## config.mk

```make
export PLATFORM = sky130hd
export DESIGN_NAME = chs_status_flags
export DESIGN_NICKNAME = d
export VERILOG_FILES = /design/src/shared/chs_pkg.sv /design/src/logic/chs_status_flags.sv
export SDC_FILE = /design/constraint.sdc
export NUM_CORES = 1
export LEC_CHECK = 0
export ABC_AREA = 1
export BUFFER_PORTS_ARGS = -buffer_cell sky130_fd_sc_hd__buf_4
export CAP_MARGIN = 10
export CORE_ASPECT_RATIO = 0.6
export CORE_UTILIZATION = 48
export DETAILED_ROUTE_END_ITERATION = 6
export PLACE_DENSITY = 0.73
export SYNTH_ARGS = -nofsm -noshare
export SYNTH_HDL_FRONTEND = slang
export SYNTH_SLANG_ARGS = --single-unit
```

## constraint.sdc

```tcl
create_clock -name ref_clk -period 1.3 [get_ports ref_clk]
set_input_delay 0.195 -clock ref_clk [delete_from_list [all_inputs] [get_ports ref_clk]]
set_output_delay 0.195 -clock ref_clk [all_outputs]
set_load 0.01 [all_outputs]
```

## src/shared/chs_pkg.sv

```systemverilog
// package: register map, field positions and carrier types of the charger status/flag bank
package chs_pkg;

    // ------------------------------------------------------------
    // register indexes (byte address = 4 * index)
    // ------------------------------------------------------------
    localparam logic [7:0] IDX_ZONE_STATUS  = 8'h0D;
    localparam logic [7:0] IDX_FAULT_STATUS = 8'h0E;
    localparam logic [7:0] IDX_FLAGS_ONE    = 8'h0F;
    localparam logic [7:0] IDX_FLAGS_TWO    = 8'h10;
    localparam logic [7:0] IDX_FAULT_FLAGS  = 8'h11;
    localparam logic [7:0] IDX_INT_STATUS   = 8'h18;
    localparam logic [7:0] IDX_INT_MASK     = 8'h19;
    localparam logic [7:0] IDX_CONTROL      = 8'h1A;

    // ------------------------------------------------------------
    // field positions
    // ------------------------------------------------------------
    localparam int FAULT_OVP_BIT   = 7;
    localparam int FAULT_TSHUT_BIT = 6;
    localparam int FAULT_TIMER_BIT = 4;
    localparam int F1_ICUR_BIT     = 6;
    localparam int F1_VIN_BIT      = 5;
    localparam int F1_THERM_BIT    = 4;
    localparam int F1_WDOG_BIT     = 3;
    localparam int F1_CHARGE_BIT   = 0;
    localparam int F2_PGOOD_BIT    = 7;
    localparam int F2_INPUT_BIT    = 4;
    localparam int F2_ZONE_BIT     = 2;
    localparam int F2_ICO_BIT      = 1;
    localparam int CTRL_REGRST_BIT = 0;

    // ------------------------------------------------------------
    // implemented-bit masks and reset values
    // ------------------------------------------------------------
    localparam logic [7:0]  FLAGS_ONE_VALID   = 8'h79;
    localparam logic [7:0]  FLAGS_TWO_VALID   = 8'h96;
    localparam logic [7:0]  FAULT_FLAG_VALID  = 8'hD0;
    localparam logic [23:0] INT_VALID         = {FAULT_FLAG_VALID, FLAGS_TWO_VALID,
                                                 FLAGS_ONE_VALID};
    localparam logic [7:0]  FLAGS_RESET       = 8'h00;
    localparam logic [23:0] INT_STATUS_RESET  = 24'h000000;
    localparam logic [23:0] INT_MASK_RESET    = 24'h000000;

    // ------------------------------------------------------------
    // carrier: live charger state from the analog side
    // ------------------------------------------------------------
    typedef struct packed {
        logic [2:0] thermistorZoneCode;
        logic       inputOvervoltageState;
        logic       thermalShutdownState;
        logic       safetyTimerExpiredState;
        logic       inputCurrentRegulation;
        logic       inputVoltageRegulation;
        logic       dieThermalRegulation;
        logic       watchdogExpiredStatus;
        logic [2:0] chargeStateCode;
        logic       powerGoodSignal;
        logic [2:0] inputSourceCode;
        logic [1:0] currentOptimizerState;
    } chs_status_t;

endpackage : chs_pkg

```

## src/logic/chs_status_flags.sv

```systemverilog
// module: charger status and event-flag register bank behind an AHB-Lite slave
//
// Summary of operation
// - thermistor zone code in bits 2:0: 000,010,011,101,110 as sampled.
// - reserved bits of every status and flag register read as zero.
// - fault status bit 7 follows input over-voltage state.
// - fault status bit 6 follows thermal shutdown state.
// - fault status bit 4 follows safety timer expired state.
// - flags one bit 6 set on input current regulation rising edge.
// - flags one bit 5 set on input voltage regulation rising edge.
// - flags one bit 4 set on die thermal regulation rising edge.
// - flags one bit 3 set on watchdog expired rising edge.
// - flags one bit 0 set whenever charge state code changes.
// - flags two bit 7 set on any power good transition.
// - flags two bit 4 set whenever input source code changes.
// - flags two bit 2 set whenever thermistor zone code changes.
// - flags two bit 1 set whenever optimizer state code changes.
// - flag registers reset to zero, cleared by register reset, not watchdog.
// - fault flags: over-voltage bit 7, shutdown bit 6, timer bit 4.
// - fault flag set on entering over-voltage or thermal shutdown.
// - timer fault flag set on safety timer expired rising edge.
//
// Design decision made here: register access over AHB-Lite.
`timescale 1ns/10ps
`default_nettype none

module chs_status_flags #(
    parameter int SYNC_STAGES = 2
) (
    // clock and reset
    input  wire logic                ref_clk,
    input  wire logic                rstn,
    // ahb-lite slave
    input  wire logic                hsel,
    input  wire logic [31:0]         haddr,
    input  wire logic [1:0]          htrans,
    input  wire logic                hwrite,
    input  wire logic [2:0]          hsize,
    input  wire logic [31:0]         hwdata,
    input  wire logic                hready,
    output logic      [31:0]         hrdata,
    output logic                     hreadyout,
    output logic                     hresp,
    // charger state and interrupt
    input  wire chs_pkg::chs_status_t chargerState,
    output logic                     irq
);

    if (SYNC_STAGES < 2 || SYNC_STAGES > 8) begin : g_bad_sync
        $error("SYNC_STAGES must be 2..8");
    end

    // ------------------------------------------------------------
    // input synchroniser and edge history
    // ------------------------------------------------------------
    chs_pkg::chs_status_t syncChain_q [SYNC_STAGES];
    chs_pkg::chs_status_t cur;
    chs_pkg::chs_status_t prev_q;
    logic [3:0]           primeCnt_q;
    logic                 primed;

    always_ff @(posedge ref_clk or negedge rstn) begin
        if (!rstn) begin
            for (int i = 0; i < SYNC_STAGES; i++) begin
                syncChain_q[i] <= '0;
            end
        end else begin
            syncChain_q[0] <= chargerState;
            for (int i = 1; i < SYNC_STAGES; i++) begin
                syncChain_q[i] <= syncChain_q[i-1];
            end
        end
    end

    assign cur = syncChain_q[SYNC_STAGES-1];

    always_ff @(posedge ref_clk or negedge rstn) begin
        if (!rstn) begin
            prev_q <= '0;
        end else begin
            prev_q <= cur;
        end
    end

    // no edges until history holds real samples, else reset looks like an event
    always_ff @(posedge ref_clk or negedge rstn) begin
        if (!rstn) begin
            primeCnt_q <= 4'h0;
        end else if (!primed) begin
            primeCnt_q <= primeCnt_q + 4'h1;
        end
    end

    assign primed = (primeCnt_q == 4'(SYNC_STAGES + 1));

    // ------------------------------------------------------------
    // event detection
    // ------------------------------------------------------------
    logic [7:0] evOne;
    logic [7:0] evTwo;
    logic [7:0] evFault;

    always_comb begin
        evOne   = 8'h00;
        evTwo   = 8'h00;
        evFault = 8'h00;
        if (primed) begin
            evOne[chs_pkg::F1_ICUR_BIT]  = cur.inputCurrentRegulation
                                         & ~prev_q.inputCurrentRegulation;
            evOne[chs_pkg::F1_VIN_BIT]   = cur.inputVoltageRegulation
                                         & ~prev_q.inputVoltageRegulation;
            evOne[chs_pkg::F1_THERM_BIT] = cur.dieThermalRegulation
                                         & ~prev_q.dieThermalRegulation;
            evOne[chs_pkg::F1_WDOG_BIT]  = cur.watchdogExpiredStatus
                                         & ~prev_q.watchdogExpiredStatus;
            evOne[chs_pkg::F1_CHARGE_BIT] = cur.chargeStateCode
                                         != prev_q.chargeStateCode;
            evTwo[chs_pkg::F2_PGOOD_BIT] = cur.powerGoodSignal
                                         ^ prev_q.powerGoodSignal;
            evTwo[chs_pkg::F2_INPUT_BIT] = cur.inputSourceCode
                                         != prev_q.inputSourceCode;
            evTwo[chs_pkg::F2_ZONE_BIT]  = cur.thermistorZoneCode
                                         != prev_q.thermistorZoneCode;
            evTwo[chs_pkg::F2_ICO_BIT]   = cur.currentOptimizerState
                                         != prev_q.currentOptimizerState;
            evFault[chs_pkg::FAULT_OVP_BIT]   = cur.inputOvervoltageState
                                              & ~prev_q.inputOvervoltageState;
            evFault[chs_pkg::FAULT_TSHUT_BIT] = cur.thermalShutdownState
                                              & ~prev_q.thermalShutdownState;
            evFault[chs_pkg::FAULT_TIMER_BIT] = cur.safetyTimerExpiredState
                                              & ~prev_q.safetyTimerExpiredState;
        end
    end

    // ------------------------------------------------------------
    // live status registers
    // ------------------------------------------------------------
    logic [7:0] zoneStatus;
    logic [7:0] faultStatus;

    assign zoneStatus = {5'h00, cur.thermistorZoneCode};

    always_comb begin
        faultStatus = 8'h00;
        faultStatus[chs_pkg::FAULT_OVP_BIT]   = cur.inputOvervoltageState;
        faultStatus[chs_pkg::FAULT_TSHUT_BIT] = cur.thermalShutdownState;
        faultStatus[chs_pkg::FAULT_TIMER_BIT] = cur.safetyTimerExpiredState;
    end

    // ------------------------------------------------------------
    // bus decode
    // ------------------------------------------------------------
    logic       addrPhase;
    logic       mapped;
    logic [7:0] addrIdx;
    logic       rdAccept;
    logic       wrPend_q;
    logic [7:0] wrIdx_q;
    logic       regRst;

    assign addrPhase = hsel & hready & htrans[1];
    assign addrIdx   = haddr[9:2];
    assign mapped    = (haddr[31:10] == 22'h000000) && (haddr[1:0] == 2'h0);
    assign rdAccept  = addrPhase & ~hwrite & mapped;

    always_ff @(posedge ref_clk or negedge rstn) begin
        if (!rstn) begin
            wrPend_q <= 1'b0;
            wrIdx_q  <= 8'h00;
        end else begin
            wrPend_q <= addrPhase & hwrite & mapped;
            wrIdx_q  <= addrIdx;
        end
    end

    assign regRst = wrPend_q && (wrIdx_q == chs_pkg::IDX_CONTROL)
                    && hwdata[chs_pkg::CTRL_REGRST_BIT];

    // ------------------------------------------------------------
    // event flag registers
    // ------------------------------------------------------------
    logic [7:0] flagsOne_q;
    logic [7:0] flagsTwo_q;
    logic [7:0] faultFlags_q;
    logic       clrOne;
    logic       clrTwo;
    logic       clrFault;

    // read clears; an event in the same cycle survives into the next read
    assign clrOne   = regRst | (rdAccept && addrIdx == chs_pkg::IDX_FLAGS_ONE);
    assign clrTwo   = regRst | (rdAccept && addrIdx == chs_pkg::IDX_FLAGS_TWO);
    assign clrFault = regRst | (rdAccept && addrIdx == chs_pkg::IDX_FAULT_FLAGS);

    always_ff @(posedge ref_clk or negedge rstn) begin
        if (!rstn) begin
            flagsOne_q   <= chs_pkg::FLAGS_RESET;
            flagsTwo_q   <= chs_pkg::FLAGS_RESET;
            faultFlags_q <= chs_pkg::FLAGS_RESET;
        end else begin
            flagsOne_q   <= (clrOne ? 8'h00 : flagsOne_q) | evOne;
            flagsTwo_q   <= (clrTwo ? 8'h00 : flagsTwo_q) | evTwo;
            faultFlags_q <= (clrFault ? 8'h00 : faultFlags_q) | evFault;
        end
    end

    // ------------------------------------------------------------
    // interrupt status and mask
    // ------------------------------------------------------------
    logic [23:0] intStatus_q;
    logic [23:0] intMask_q;
    logic [23:0] intClr;
    logic        irq_q;

    assign intClr = (wrPend_q && wrIdx_q == chs_pkg::IDX_INT_STATUS) ? hwdata[23:0] : 24'h000000;

    always_ff @(posedge ref_clk or negedge rstn) begin
        if (!rstn) begin
            intStatus_q <= chs_pkg::INT_STATUS_RESET;
        end else if (regRst) begin
            intStatus_q <= {evFault, evTwo, evOne};
        end else begin
            intStatus_q <= (intStatus_q & ~intClr) | {evFault, evTwo, evOne};
        end
    end

    always_ff @(posedge ref_clk or negedge rstn) begin
        if (!rstn) begin
            intMask_q <= chs_pkg::INT_MASK_RESET;
        end else if (regRst) begin
            intMask_q <= chs_pkg::INT_MASK_RESET;
        end else if (wrPend_q && wrIdx_q == chs_pkg::IDX_INT_MASK) begin
            intMask_q <= hwdata[23:0] & chs_pkg::INT_VALID;
        end
    end

    always_ff @(posedge ref_clk or negedge rstn) begin
        if (!rstn) begin
            irq_q <= 1'b0;
        end else begin
            irq_q <= |(intStatus_q & intMask_q);
        end
    end

    assign irq = irq_q;

    // ------------------------------------------------------------
    // read data and response
    // ------------------------------------------------------------
    logic [31:0] rdMux;
    logic [31:0] hrdata_q;
    logic        hreadyout_q;

    always_comb begin
        rdMux = 32'h00000000;
        if (mapped) begin
            unique case (addrIdx)
                chs_pkg::IDX_ZONE_STATUS:  rdMux = {24'h000000, zoneStatus};
                chs_pkg::IDX_FAULT_STATUS: rdMux = {24'h000000, faultStatus};
                chs_pkg::IDX_FLAGS_ONE:    rdMux = {24'h000000, flagsOne_q};
                chs_pkg::IDX_FLAGS_TWO:    rdMux = {24'h000000, flagsTwo_q};
                chs_pkg::IDX_FAULT_FLAGS:  rdMux = {24'h000000, faultFlags_q};
                chs_pkg::IDX_INT_STATUS:   rdMux = {8'h00, intStatus_q};
                chs_pkg::IDX_INT_MASK:     rdMux = {8'h00, intMask_q};
                default:                   rdMux = 32'h00000000;
            endcase
        end
    end

    always_ff @(posedge ref_clk or negedge rstn) begin
        if (!rstn) begin
            hrdata_q    <= 32'h00000000;
            hreadyout_q <= 1'b0;
        end else begin
            hrdata_q    <= (addrPhase & ~hwrite) ? rdMux : 32'h00000000;
            hreadyout_q <= 1'b1;
        end
    end

    assign hrdata    = hrdata_q;
    assign hreadyout = hreadyout_q;
    assign hresp     = 1'b0;
endmodule : chs_status_flags

`default_nettype wire

```

Word level (Yosys, flattened, before mapping)
Cells that the tools add are included.
{"block": "word_totals", "reg_bits": 176, "latch_bits": 0, "ramBits": 0, "rom_bits": 0, "inputBits": 93, "output_inout_bits": 35, "wordCells": 124, "mem_count": 0}
{"block": "classes", "add_sub_neg": 1, "multipliers": 0, "div": 0, "order_cmp": 0, "eq_ne": 15, "shift": 0, "n_mux": 17, "bitwise_logic": 32, "reduce_logical": 12}
{"op": "case mux 24 bit (7 select lines)", "n": 1}
{"op": "two-way mux 24 bit", "n": 4}
{"op": "two-way mux 32 bit", "n": 2}
{"op": "equality test 8 x 5 -> 1 bit (second input constant)", "n": 7}
{"op": "bitwise AND 24 bit", "n": 2}
{"op": "equality test 8 x 4 -> 1 bit (second input constant)", "n": 3}
{"op": "two-way mux 8 bit", "n": 3}
{"op": "NOT 24 bit", "n": 1}
{"op": "OR 24 bit", "n": 1}
{"op": "OR reduction 24 bit", "n": 1}
{"op": "zero test 22 bit", "n": 1}
{"op": "OR 8 bit", "n": 2}
{"op": "bitwise AND 1 bit", "n": 13}
{"op": "!= test 3 bit", "n": 3}
{"op": "logical AND 1 bit", "n": 8}
{"op": "NOT 1 bit", "n": 8}
{"op": "OR 8 x 7 -> 8 bit", "n": 1}
{"op": "adder 4 x 1 -> 4 bit (second input constant)", "n": 1}
{"op": "equality test 4 x 2 -> 1 bit (second input constant)", "n": 1}
{"op": "two-way mux 1 bit", "n": 4}
{"op": "two-way mux 2 bit", "n": 2}
{"op": "two-way mux 4 bit", "n": 1}
{"op": "OR 1 bit", "n": 3}
{"op": "zero test 2 bit", "n": 1}
{"op": "3 further kinds", "n": 3}

Logic depth before layout (Yosys ltp)
Gate-level depths: netlist (run 1).
{"block": "logic_depth", "ltp_word": 8, "mapped_depth": 10, "mapped_depth_nobuf": 10}

Least setup slack after synthesis (run 1)
No wires, ideal clock.
{"block": "synth_timing", "kind": "flip-flop to flip-flop", "startpoint": "reg wrIdx_q[0]", "endpoint": "reg flagsOne_q[0]", "setup_ps": 128, "t_arrival_ps": 1141, "required_ps": 1172, "slack_ps": 32, "stages_incl_launch_ff": 9, "n_path_buf": 2, "synth_period_minus_slack_ps": 1268, "cell_sequence": "dfrtp_1 -> nor2_1 -> nand4_1 -> nor2_1 -> inv_1 -> buf_2 -> buf_2 -> nand3_1 -> nand2_1"}
{"block": "synth_via", "elab_chain_cells": 6}
{"item": "start: declaration", "line": "chs_status_flags.sv:158", "text": "logic [7:0] wrIdx_q;"}
{"item": "start signal: assignment", "line": "chs_status_flags.sv:172", "text": "wrIdx_q <= addrIdx;"}
{"item": "equality test 8 x 5 -> 1 bit", "line": "chs_status_flags.sv:176", "text": "assign regRst = wrPend_q && (wrIdx_q == chs_pkg::IDX_CONTROL)"}
{"item": "logical AND 1 bit", "line": "chs_status_flags.sv:176"}
{"item": "logical AND 1 bit", "line": "chs_status_flags.sv:177", "text": "&& hwdata[chs_pkg::CTRL_REGRST_BIT];"}
{"item": "OR 1 bit", "line": "chs_status_flags.sv:190", "text": "assign clrOne = regRst | (rdAccept && addrIdx == chs_pkg::IDX_FLAGS_ONE);"}
{"item": "two-way mux 8 bit", "line": "chs_status_flags.sv:200", "text": "flagsOne_q <= (clrOne ? 8'h00 : flagsOne_q) | evOne;"}
{"item": "OR 8 x 7 -> 8 bit", "line": "chs_status_flags.sv:200"}
{"item": "end signal: assignment", "line": "chs_status_flags.sv:196", "text": "flagsOne_q <= chs_pkg::FLAGS_RESET;"}
{"item": "end signal: assignment", "line": "chs_status_flags.sv:200"}
{"item": "end: declaration", "line": "chs_status_flags.sv:182", "text": "logic [7:0] flagsOne_q;"}
Every way passes these cells.
A chain may end at the register's enable or synchronous reset.

Final worst setup path (run 1)
{"block": "layout_timing", "startpoint": "reg wrIdx_q[2]", "endpoint": "reg flagsOne_q[3]"}
The elaborated chain is that of the path after synthesis.

==> out/results.ini, run 1 <==
[status]
status = finished, violations left
violations = negative setup slack

[hold_path]
hold_end = intMask_q[12]$_DFFE_PN0P_
min_path_type = input pin to flip-flop
hold_start = hwdata[12]
hold_depth = 3

[global_route]
use_met2_pct = 40.7
grt_pass1_vias = 4603
grt_pass1_wl_um = 23200
use_met1_pct = 35.0
grt_max_degree = 40
grtUsageMet3_pct = 6.37
track_usage_pct = 25.7
top_usage_layer = met2
antenna_found_initial = 0
grt-ovfl-total = 0

[power_and_ir_drop]
power.static_leakage_nw = 4.08
power.density_mw_per_mm2 = 1270
vdd_drop_max_mv = 1.14

[routing]
drt-vias-per-instance = 4.89
num_vias = 4536
dr.first_iter.drc_count = 355
routed_wl_um = 14400
wire_per_inst_um = 15.5
drtPass1Iterations = 6
drcViolationCount = 0
ant_nets = 0

[critical_path]
cpMaxStageDelayCell = dfrtp_1
critPathRequiredTime_ns = 1.60
slowest_delay_ns = 0.41
start_kind = flip-flop
r2r-end = flagsOne_q[3]$_DFF_PN0_
path_common_cell = nor2_4
cp.arrival_ns = 1.78
endpoint_kind = flip-flop
crit_path_cell_trace = nor2_4, buf_4, nand4_1, nor2_4, inv_4, clkbuf_16, nand3_1, nand2_1
critPathKind = flip-flop to flip-flop
crit_fanout = 7
reg2reg_slack_ns = -0.18
ff2ff_path_depth = 8
r2r-start = wrIdx_q[2]$_DFF_PN0_

[timing]
timing.final.crit_share_pct = 114
period_needed_ns = 1.48
slew_violations = 0
max_freq_ghz = 0.677
setup-violations-final = 48
setup_ws_ns = -0.178
worstMarginPinSlew_ns = 0.519
finalHoldViolCount = 0
fin_tns_setup_ns = -7.06
rsz0062_at_grt = true
maxSlewHeadroom_pct = 65.1
skew_ns = 0.00598

[clock_tree]
cts-root-buf = clkbuf_16
cts-buffers-inserted = 17
htree_levels = 4
clock_sinks = 144
path_clk_slew_ns = 0.06
cts_tree = yes
cts_buffer_depth = 2
clk_latency_ns = 0.42

[die]
fp.dieH_um = 85.7
ios = 128
core.rowCount = 30
start_util_pct = 49.4
die_w_um = 141
core-area_mm2 = 0.0113
dieArea_mm2 = 0.0121

[layout]
instances_no_fill = 927
area_growth_pct = 47.4
final_nets = 848
final_util_pct = 72.8
drive_gt1_share_pct = 34.3
diodes = 0
seq_area_mm2 = 0.00360
fillCellCount = 779
multi_input_comb_area_mm2 = 0.00182
fin_area_mm2 = 0.00825

[synthesis]
yosys.cell_types.count = 32
synthCells = 553
synth_warnings = 0
synth_top_area_cell = dfrtp_1
avgSynthCellArea_um2 = 10.1
synth_top_area_share_pct = 64.4
synth_seq_cells = 144
synth_area_leaders = dfrtp_1 64%, nand2_1 8.5%, nand3_1 3.8%
synth-seq-area-share_pct = 64.4
synth_area_mm2 = 0.00560

[place]
gp_congestion = 0.888
io_buffers = 106
post-place-cells = 843
place_ws_ns = -0.161
placed_area_mm2 = 0.00685
dp_hpwl_um = 9320

[job]
cap_violations = 0

==> area by class of cell <==
cell class	instances	area share, %
clock inverters	14	2.40
repair buffers	196	21.2
flip-flops and latches	144	43.7
clock buffers	18	5.32
inverters	61	2.88
multi-input cells	334	22.1
well taps	160	2.43
==> stage by stage <==
stage               total power, mW  hold WS [ns]
floorplan                      4.85        -0.101
global placement               5.21        0.0711
detailed placement             5.23        0.0720
CTS                            10.5      0.000130
global route                   10.8        0.0104
finish                         10.5        0.0203
==> power by group <==
group / total (mW) / leakage [nW] / internal [mW] / switching, mW
logic: 0.628 / 2.05 / 0.337 / 0.291
clock network: 5.19 / 0.309 / 3.15 / 2.04
registers: 4.64 / 1.72 / 4.59 / 0.0540
==> kinds of logic after synthesis <==
group           share of synthesized area (%)
simple gates                             21.8
flops                                    64.4
buf+inv                                  6.75
compound gates                           4.58
xor+xnor                                 2.19
other cells                             0.134
fa+ha+maj                               0.223
==> synthesized netlist by cell type <==
cell type,number
a21oi_1,14
a221oi_1,3
buf_2,8
buf_4,11
buf_6,2
clkbuf_1,1
clkinv_1,1
conb_1,2
dfrtp_1,144
ha_1,1
inv_1,52
inv_2,8
nand2_1,127
nand2_2,4
nand3_1,43
nand3_2,3
nand3b_1,7
nand4_1,3
nor2_1,54
nor2_2,19
nor2_4,3
nor2_8,1
nor3_1,1
nor3b_1,1
nor3b_2,1
o21ai_0,10
o21ai_2,1
o21ai_4,1
o22ai_1,10
o31ai_1,3
xnor2_1,2
xor2_1,12
==> flip-flops by register name, indices dropped and copies added, names as in the netlist <==
signal        cells
faultFlags_q      3
intStatus_q      24
cur              19
hreadyout         1
wrIdx_q           8
prev_q           19
flagsOne_q        5
wrPend_q          1
primeCnt_q        4
hrdata           24
syncChain_q      19
irq               1
flagsTwo_q        4
intMask_q        12
==> worst max-delay path: cells and delay by family, from the launching register on <==
kind,cells,cell delay [ns]
simple gates,5,0.58
flops,1,0.41
buf+inv,3,0.38
==> placed cells by master (no fill, tap or decap), drive strengths merged <==
| master | instances |
|---|---|
| ha | 1 |
| buf | 151 |
| dlygate4sd3 | 43 |
| xnor2 | 2 |
| xor2 | 12 |
| nor2 | 77 |
| nand4 | 3 |
| nor3 | 1 |
| o22ai | 10 |
| dfrtp | 144 |
| nand3b | 7 |
| nand2 | 131 |
| bufinv | 3 |
| o31ai | 3 |
| a21oi | 14 |
| clkinv | 6 |
| a221oi | 3 |
| nor3b | 2 |
| conb | 10 |
| o21ai | 12 |
| clkinvlp | 1 |
| inv | 65 |
| nand3 | 46 |
| clkbuf | 20 |
==> how the worst max path moves through the flow <==
stage	from	endpoint	slack, ns	cells past startpoint
final	wrIdx_q[2]$_DFF_PN0_	flagsOne_q[3]$_DFF_PN0_	-0.18	8
after global routing	wrIdx_q[2]$_DFF_PN0_	intMask_q[0]$_DFFE_PN0P_	-0.22	7
after CTS	wrIdx_q[3]$_DFF_PN0_	intStatus_q[12]$_DFF_PN0_	-0.12	9
after detailed placement	wrIdx_q[3]$_DFF_PN0_	intMask_q[23]$_DFFE_PN0P_	-0.16	7
after global placement	haddr[29]	flagsOne_q[0]$_DFF_PN0_	-0.11	9
after floorplan	wrIdx_q[0]$_DFF_PN0_	flagsOne_q[0]$_DFF_PN0_	0.03	8
==> layer usage <==
layer	vias up	part of all wire, %
met3	23	5.9
met1	2221	46
li1	2133	-
met4	0	1.6
met5	-	0
met2	159	46
==> repair_timing <==
action                                  in CTS  in global routing
hold endpoints to repair                   186                  0
cloned                                       2                  3
setup buffers                                4                  0
hold buffers                                43                  0
gates resized for setup                     37                 23
endpoints found under the setup margin      48                 50
pin swaps                                    3                  9
Note: power is estimated with default switching activity, not from simulation.
==> run 2: changes to the inputs <==
PLACE_DENSITY = 0.85   (was 0.73)
SETUP_SLACK_MARGIN = 0.1   (was not set)
==> run 2 against run 1 <==
Against the previous run: the run still ends with negative setup slack left; sequential power about the same; clock skew increased by 0.0032 ns; first-iteration DRC count decreased by 25%; via count decreased by 0.99%; sequential share of layout area increased by 0.76 points; design area decreased by 1.7%; flip-flop and latch count unchanged; non-clock buffer count decreased by 3; core utilization decreased by 1.2 points; fmax increased by 7.9%; critical endpoint is now intStatus_q[12]$_DFF_PN0_.
==> out/results.ini, run 2 (same netlist as run 1, synthesis figures left out) <==
[status]
status = finished, violations left
violations = negative setup slack

[die]
core-area_mm2 = 0.0113
core.rowCount = 30
ios = 128
fp.dieH_um = 85.7
dieArea_mm2 = 0.0121
start_util_pct = 49.4
die_w_um = 141

[global_route]
antenna_found_initial = 0
grt-ovfl-total = 0
grt_pass1_wl_um = 23300
grt_max_degree = 42
grt_pass1_vias = 4813
track_usage_pct = 25.5

[timing]
timing.final.crit_share_pct = 105
skew_ns = 0.00920
setup-violations-final = 48
setup_ws_ns = -0.0692
rsz0062_at_grt = true
slew_violations = 0
period_needed_ns = 1.37
finalHoldViolCount = 0
max_freq_ghz = 0.730

[critical_path]
cp.arrival_ns = 1.67
critPathKind = flip-flop to flip-flop
endpoint_kind = flip-flop
start_kind = flip-flop
crit_fanout = 10
critPathRequiredTime_ns = 1.60

[clock_tree]
path_clk_slew_ns = 0.06
cts-root-buf = clkbuf_16
cts_buffer_depth = 2
cts_tree = yes
cts-buffers-inserted = 17
htree_levels = 4
clk_latency_ns = 0.41
clock_sinks = 144

[layout]
area_growth_pct = 44.9
diodes = 0
drive_gt1_share_pct = 32.6
multi_input_comb_area_mm2 = 0.00180
final_nets = 845
seq_area_mm2 = 0.00360
final_cell_mix = 144 x dfrtp_1, 129 x buf_4, 123 x nand2_1, 51 x nor2_1, 50 x inv_1
final_common_cell = dfrtp_1
instances_no_fill = 923
fillCellCount = 774

[power_and_ir_drop]
power_mw = 9.91
power.density_mw_per_mm2 = 1220
power.static_leakage_nw = 4.01
vdd_drop_max_mv = 1.20

[routing]
dr.first_iter.drc_count = 265
drcViolationCount = 0
ant_nets = 0
drtPass1Iterations = 5
drt-vias-per-instance = 4.87
wire_per_inst_um = 15.4
routed_wl_um = 14200
num_vias = 4491

[job]
cap_violations = 0

[place]
gp_congestion = 0.963
dp_hpwl_um = 9380
io_buffers = 106
post-place-cells = 841

[hold_path]
min_path_type = input pin to flip-flop

run 2: cell count changes in the layout (fill, tap and decap cells not counted), sizes merged:
cell | before | now
clkbuf | 20 | 18
clkinv | 6 | 5
bufinv | 3 | 1
clkinvlp | 1 | 2
dlygate4sd3 | 43 | 46
inv | 65 | 66
buf | 151 | 147
run 2: area by class of cell:
class,instances,share of cell area [%]
well taps,160,2.47
repair buffers,193,21.1
clock buffers,18,5.41
inverters,61,2.92
clock inverters,13,1.57
multi-input cells,334,22.2
flip-flops and latches,144,44.4
run 2: critical path, cell delays in order (launching register included):
cell and delay [ns]:
dfrtp_1 0.36, inv_2 0.06, nor2_1 0.12, nand4_1 0.16, nor2_4 0.16, buf_4 0.20, nor2_1 0.05, nand2_1 0.09
nand2_2 0.05
run 2: final timing paths:
check / from / depth (start not counted) / slack, ns / end
setup / recovery: wrPend_q$_DFF_PN0_ / 8 / -0.07 / intStatus_q[12]$_DFF_PN0_
hold / removal: hwdata[3] / 3 / 0.01 / intMask_q[3]$_DFFE_PN0P_
setup reg to reg: wrPend_q$_DFF_PN0_ / 8 / -0.07 / intStatus_q[12]$_DFF_PN0_
hold reg to reg: syncChain_q[37]$_DFF_PN0_ / 0 / 0.35 / cur[18]$_DFF_PN0_
max in group asynchronous: rstn / 3 / 0.52 / syncChain_q[24]$_DFF_PN0_
min in group asynchronous: rstn / 2 / 0.25 / hrdata[2]$_DFF_PN0_
run 2: power by group:
group          switching [mW]  internal, mW
clock network            1.93          2.71
logic                   0.284         0.336
registers              0.0596          4.59
run 2: stage by stage:
stage               hold slack (ns)  util (%)  setup slack (ns)  TNS [ns]  cell area, um2
floorplan                    -0.101         -            0.0875         0            5660
global placement              0.111      60.2           -0.0930     -1.23            6830
detailed placement            0.116      60.2            -0.136     -3.75            6830
CTS                         0.00477      71.1           -0.0903     -1.18            8060
global route                 0.0353      71.6            -0.169     -6.08            8110
finish                       0.0102      71.6           -0.0692     -1.80            8110
run 2: metal layers:
| layer | global-route usage (%) | up-vias | wire length, um |
|---|---|---|---|
| li1 | - | 2122 | - |
| met2 | 44.0 | 178 | 7180 |
| met5 | 0 | - | 0 |
| met4 | 10.6 | 0 | 304 |
| met3 | 5.70 | 37 | 980 |
| met1 | 31.5 | 2154 | 5730 |
run 2: repair_timing:
action / 4_1_cts / 5_1_grt
resized for setup: 46 / 10
pin swaps: 23 / 2
gates cloned: 1 / 0
setup buffers: 3 / 1
hold buffers: 46 / 0
endpoints found under the hold margin: 75 / 0
endpoints found under the setup margin: 50 / 52
==> run 3: changes to the inputs <==
CELL_PAD_IN_SITES_DETAIL_PLACEMENT = 2   (was not set)
CELL_PAD_IN_SITES_GLOBAL_PLACEMENT = 2   (was not set)
CORE_UTILIZATION = 36   (was 48)
PLACE_DENSITY = 0.95   (was 0.85)
clock period = 1.6 ns   (was 1.3 ns; I/O delays follow)
==> run 3 against run 2 <==
Against the previous run: fmax down 26%; critical path depth unchanged; wire length up 94%; clock skew up 0.0021 ns; the run still ends with negative setup slack left; power down 15%; hold slack better by 0.029 ns; final cell count up 2.6%; flip-flop and latch count unchanged; combinational power down 8.2%; global-route usage up 7.4 points; largest power group is now clock; clock power down 13%.
==> out/results.ini, run 3 (same netlist as run 1, synthesis figures left out) <==
[power_and_ir_drop]
p_seq_share_pct = 45.2
power.static_leakage_nw = 3.98
power_mw = 8.38
internal-power_mw = 6.05
switching_share_pct = 27.9
vdd_drop_max_mv = 0.691
p_comb_share_pct = 6.8
power.density_mw_per_mm2 = 1040
power_frac_clock_pct = 48.0
p_switching_mw = 2.33

[critical_path]
endpoint_kind = flip-flop
start_kind = flip-flop
r2r-start = wrPend_q$_DFF_PN0_
startpoint = wrPend_q$_DFF_PN0_
cp.arrival_ns = 2.11
crit_fanout = 9
critPathKind = flip-flop to flip-flop
critPathRequiredTime_ns = 1.87

[place]
io_buffers = 106
gp_congestion = 0.828
place_ws_ns = -0.0645
dp_hpwl_um = 13700

[status]
status = finished, violations left
violations = negative setup slack

[global_route]
grt_pass1_vias = 5813
grt-ovfl-total = 0
grt_pass1_wl_um = 37300
grt_max_degree = 53
antenna_found_initial = 0
track_usage_pct = 32.9

[hold_path]
hold_start = hwdata[20]
min_path_type = input pin to flip-flop

[clock_tree]
clk_latency_ns = 0.45
cts_buffer_depth = 2
cts_tree = yes
htree_levels = 4
cts-root-buf = clkbuf_16
path_clk_slew_ns = 0.08
cts-buffers-inserted = 17
clock_sinks = 144

[routing]
drcViolationCount = 0
drtPass1Iterations = 5
ant_nets = 0
routed_wl_um = 27500
drt-vias-per-instance = 5.43
dr.first_iter.drc_count = 374
wire_per_inst_um = 29.1
num_vias = 5145

[timing]
setup-violations-final = 47
skew_ns = 0.0113
slew_violations = 0
period_needed_ns = 1.84
setup_ws_ns = -0.242
finalHoldViolCount = 0
rsz0062_at_grt = true
timing.final.crit_share_pct = 115
fin_tns_setup_ns = -4.32
max_freq_ghz = 0.543

[layout]
drive_gt1_share_pct = 33.2
multi_input_comb_area_mm2 = 0.00182
area_growth_pct = 43.8
final_common_cell = dfrtp_1
seq_area_mm2 = 0.00360
final_cell_mix = 144 x dfrtp_1, 124 x buf_4, 114 x nand2_1, 50 x inv_1, 49 x nor2_1
fillCellCount = 1453
diodes = 0
final_nets = 831

[die]
core-area_mm2 = 0.0148
start_util_pct = 37.7
ios = 128
core.rowCount = 34
die_w_um = 163
dieArea_mm2 = 0.0161
fp.dieH_um = 98.6

[job]
cap_violations = 0

run 3: worst max-delay path: stages, from the launching register on:
cell and delay, ns:
dfrtp_1 0.38, inv_1 0.11, nor2_1 0.19, nand4_1 0.19
nor2_4 0.18, clkinv_4 0.16, buf_4 0.17, nand3_1 0.09
o21ai_0 0.19
run 3: routing by layer:
metal | vias to the layer above | GRT usage (%) | share of wire [%]
li1 | 2084 | - | -
met1 | 2660 | 38.2 | 38
met2 | 294 | 57.7 | 50
met3 | 107 | 7.20 | 6.9
met4 | 0 | 16.1 | 5.3
met5 | - | 0 | 0
run 3: per-stage QoR:
stage          std cells  area, um2  utilization [%]  hold WS (ns)
2_1_floorplan        561       5630                -       -0.0556
3_3_place_gp         863       6750             45.5         0.157
3_5_place_dp         863       6750             45.5         0.168
4_1_cts              938       7790             52.5        0.0182
5_1_grt              947       8050             54.2        0.0537
6_report             947       8050             54.2        0.0388
run 3: final timing paths:
check	slack [ns]	end	cells after the start
worst max register to register	-0.24	intMask_q[4]$_DFFE_PN0P_	8
worst min-delay path	0.04	intMask_q[20]$_DFFE_PN0P_	3
min in group asynchronous	0.28	wrIdx_q[1]$_DFF_PN0_	2
worst min register to register	0.35	cur[7]$_DFF_PN0_	0
worst max-delay path	-0.24	intMask_q[4]$_DFFE_PN0P_	8
max in group asynchronous	0.60	intStatus_q[8]$_DFF_PN0_	3
run 3: power by group through the flow:
stage	Sequential, mW	Clock (mW)	Combinational [mW]
3_3_place_gp	3.84	0	0.393
6_report	3.79	4.02	0.569
2_1_floorplan	3.83	0	0.116
4_1_cts	3.78	3.93	0.523
5_1_grt	3.79	4.20	0.599
3_5_place_dp	3.85	0	0.424
run 3: layout make-up:
cell class	instances	share of cell area, %
Clock buffer	17	5.28
Timing Repair inverter	1	0.0932
Sequential cell	144	44.7
Inverter	61	3.01
Multi-Input combinational cell	334	22.6
Timing Repair Buffer	178	19.5
Clock inverter	14	1.69
Tap cell	198	3.08
run 3: what timing repair did:
item                                    4_1_cts  5_1_grt
resized for setup                            16       44
gates cloned                                  1        3
endpoints found under the setup margin       44       48
setup buffers                                 3        6
hold buffers                                 40        0
pin swaps                                     2        3
hold endpoints to repair                     71        0
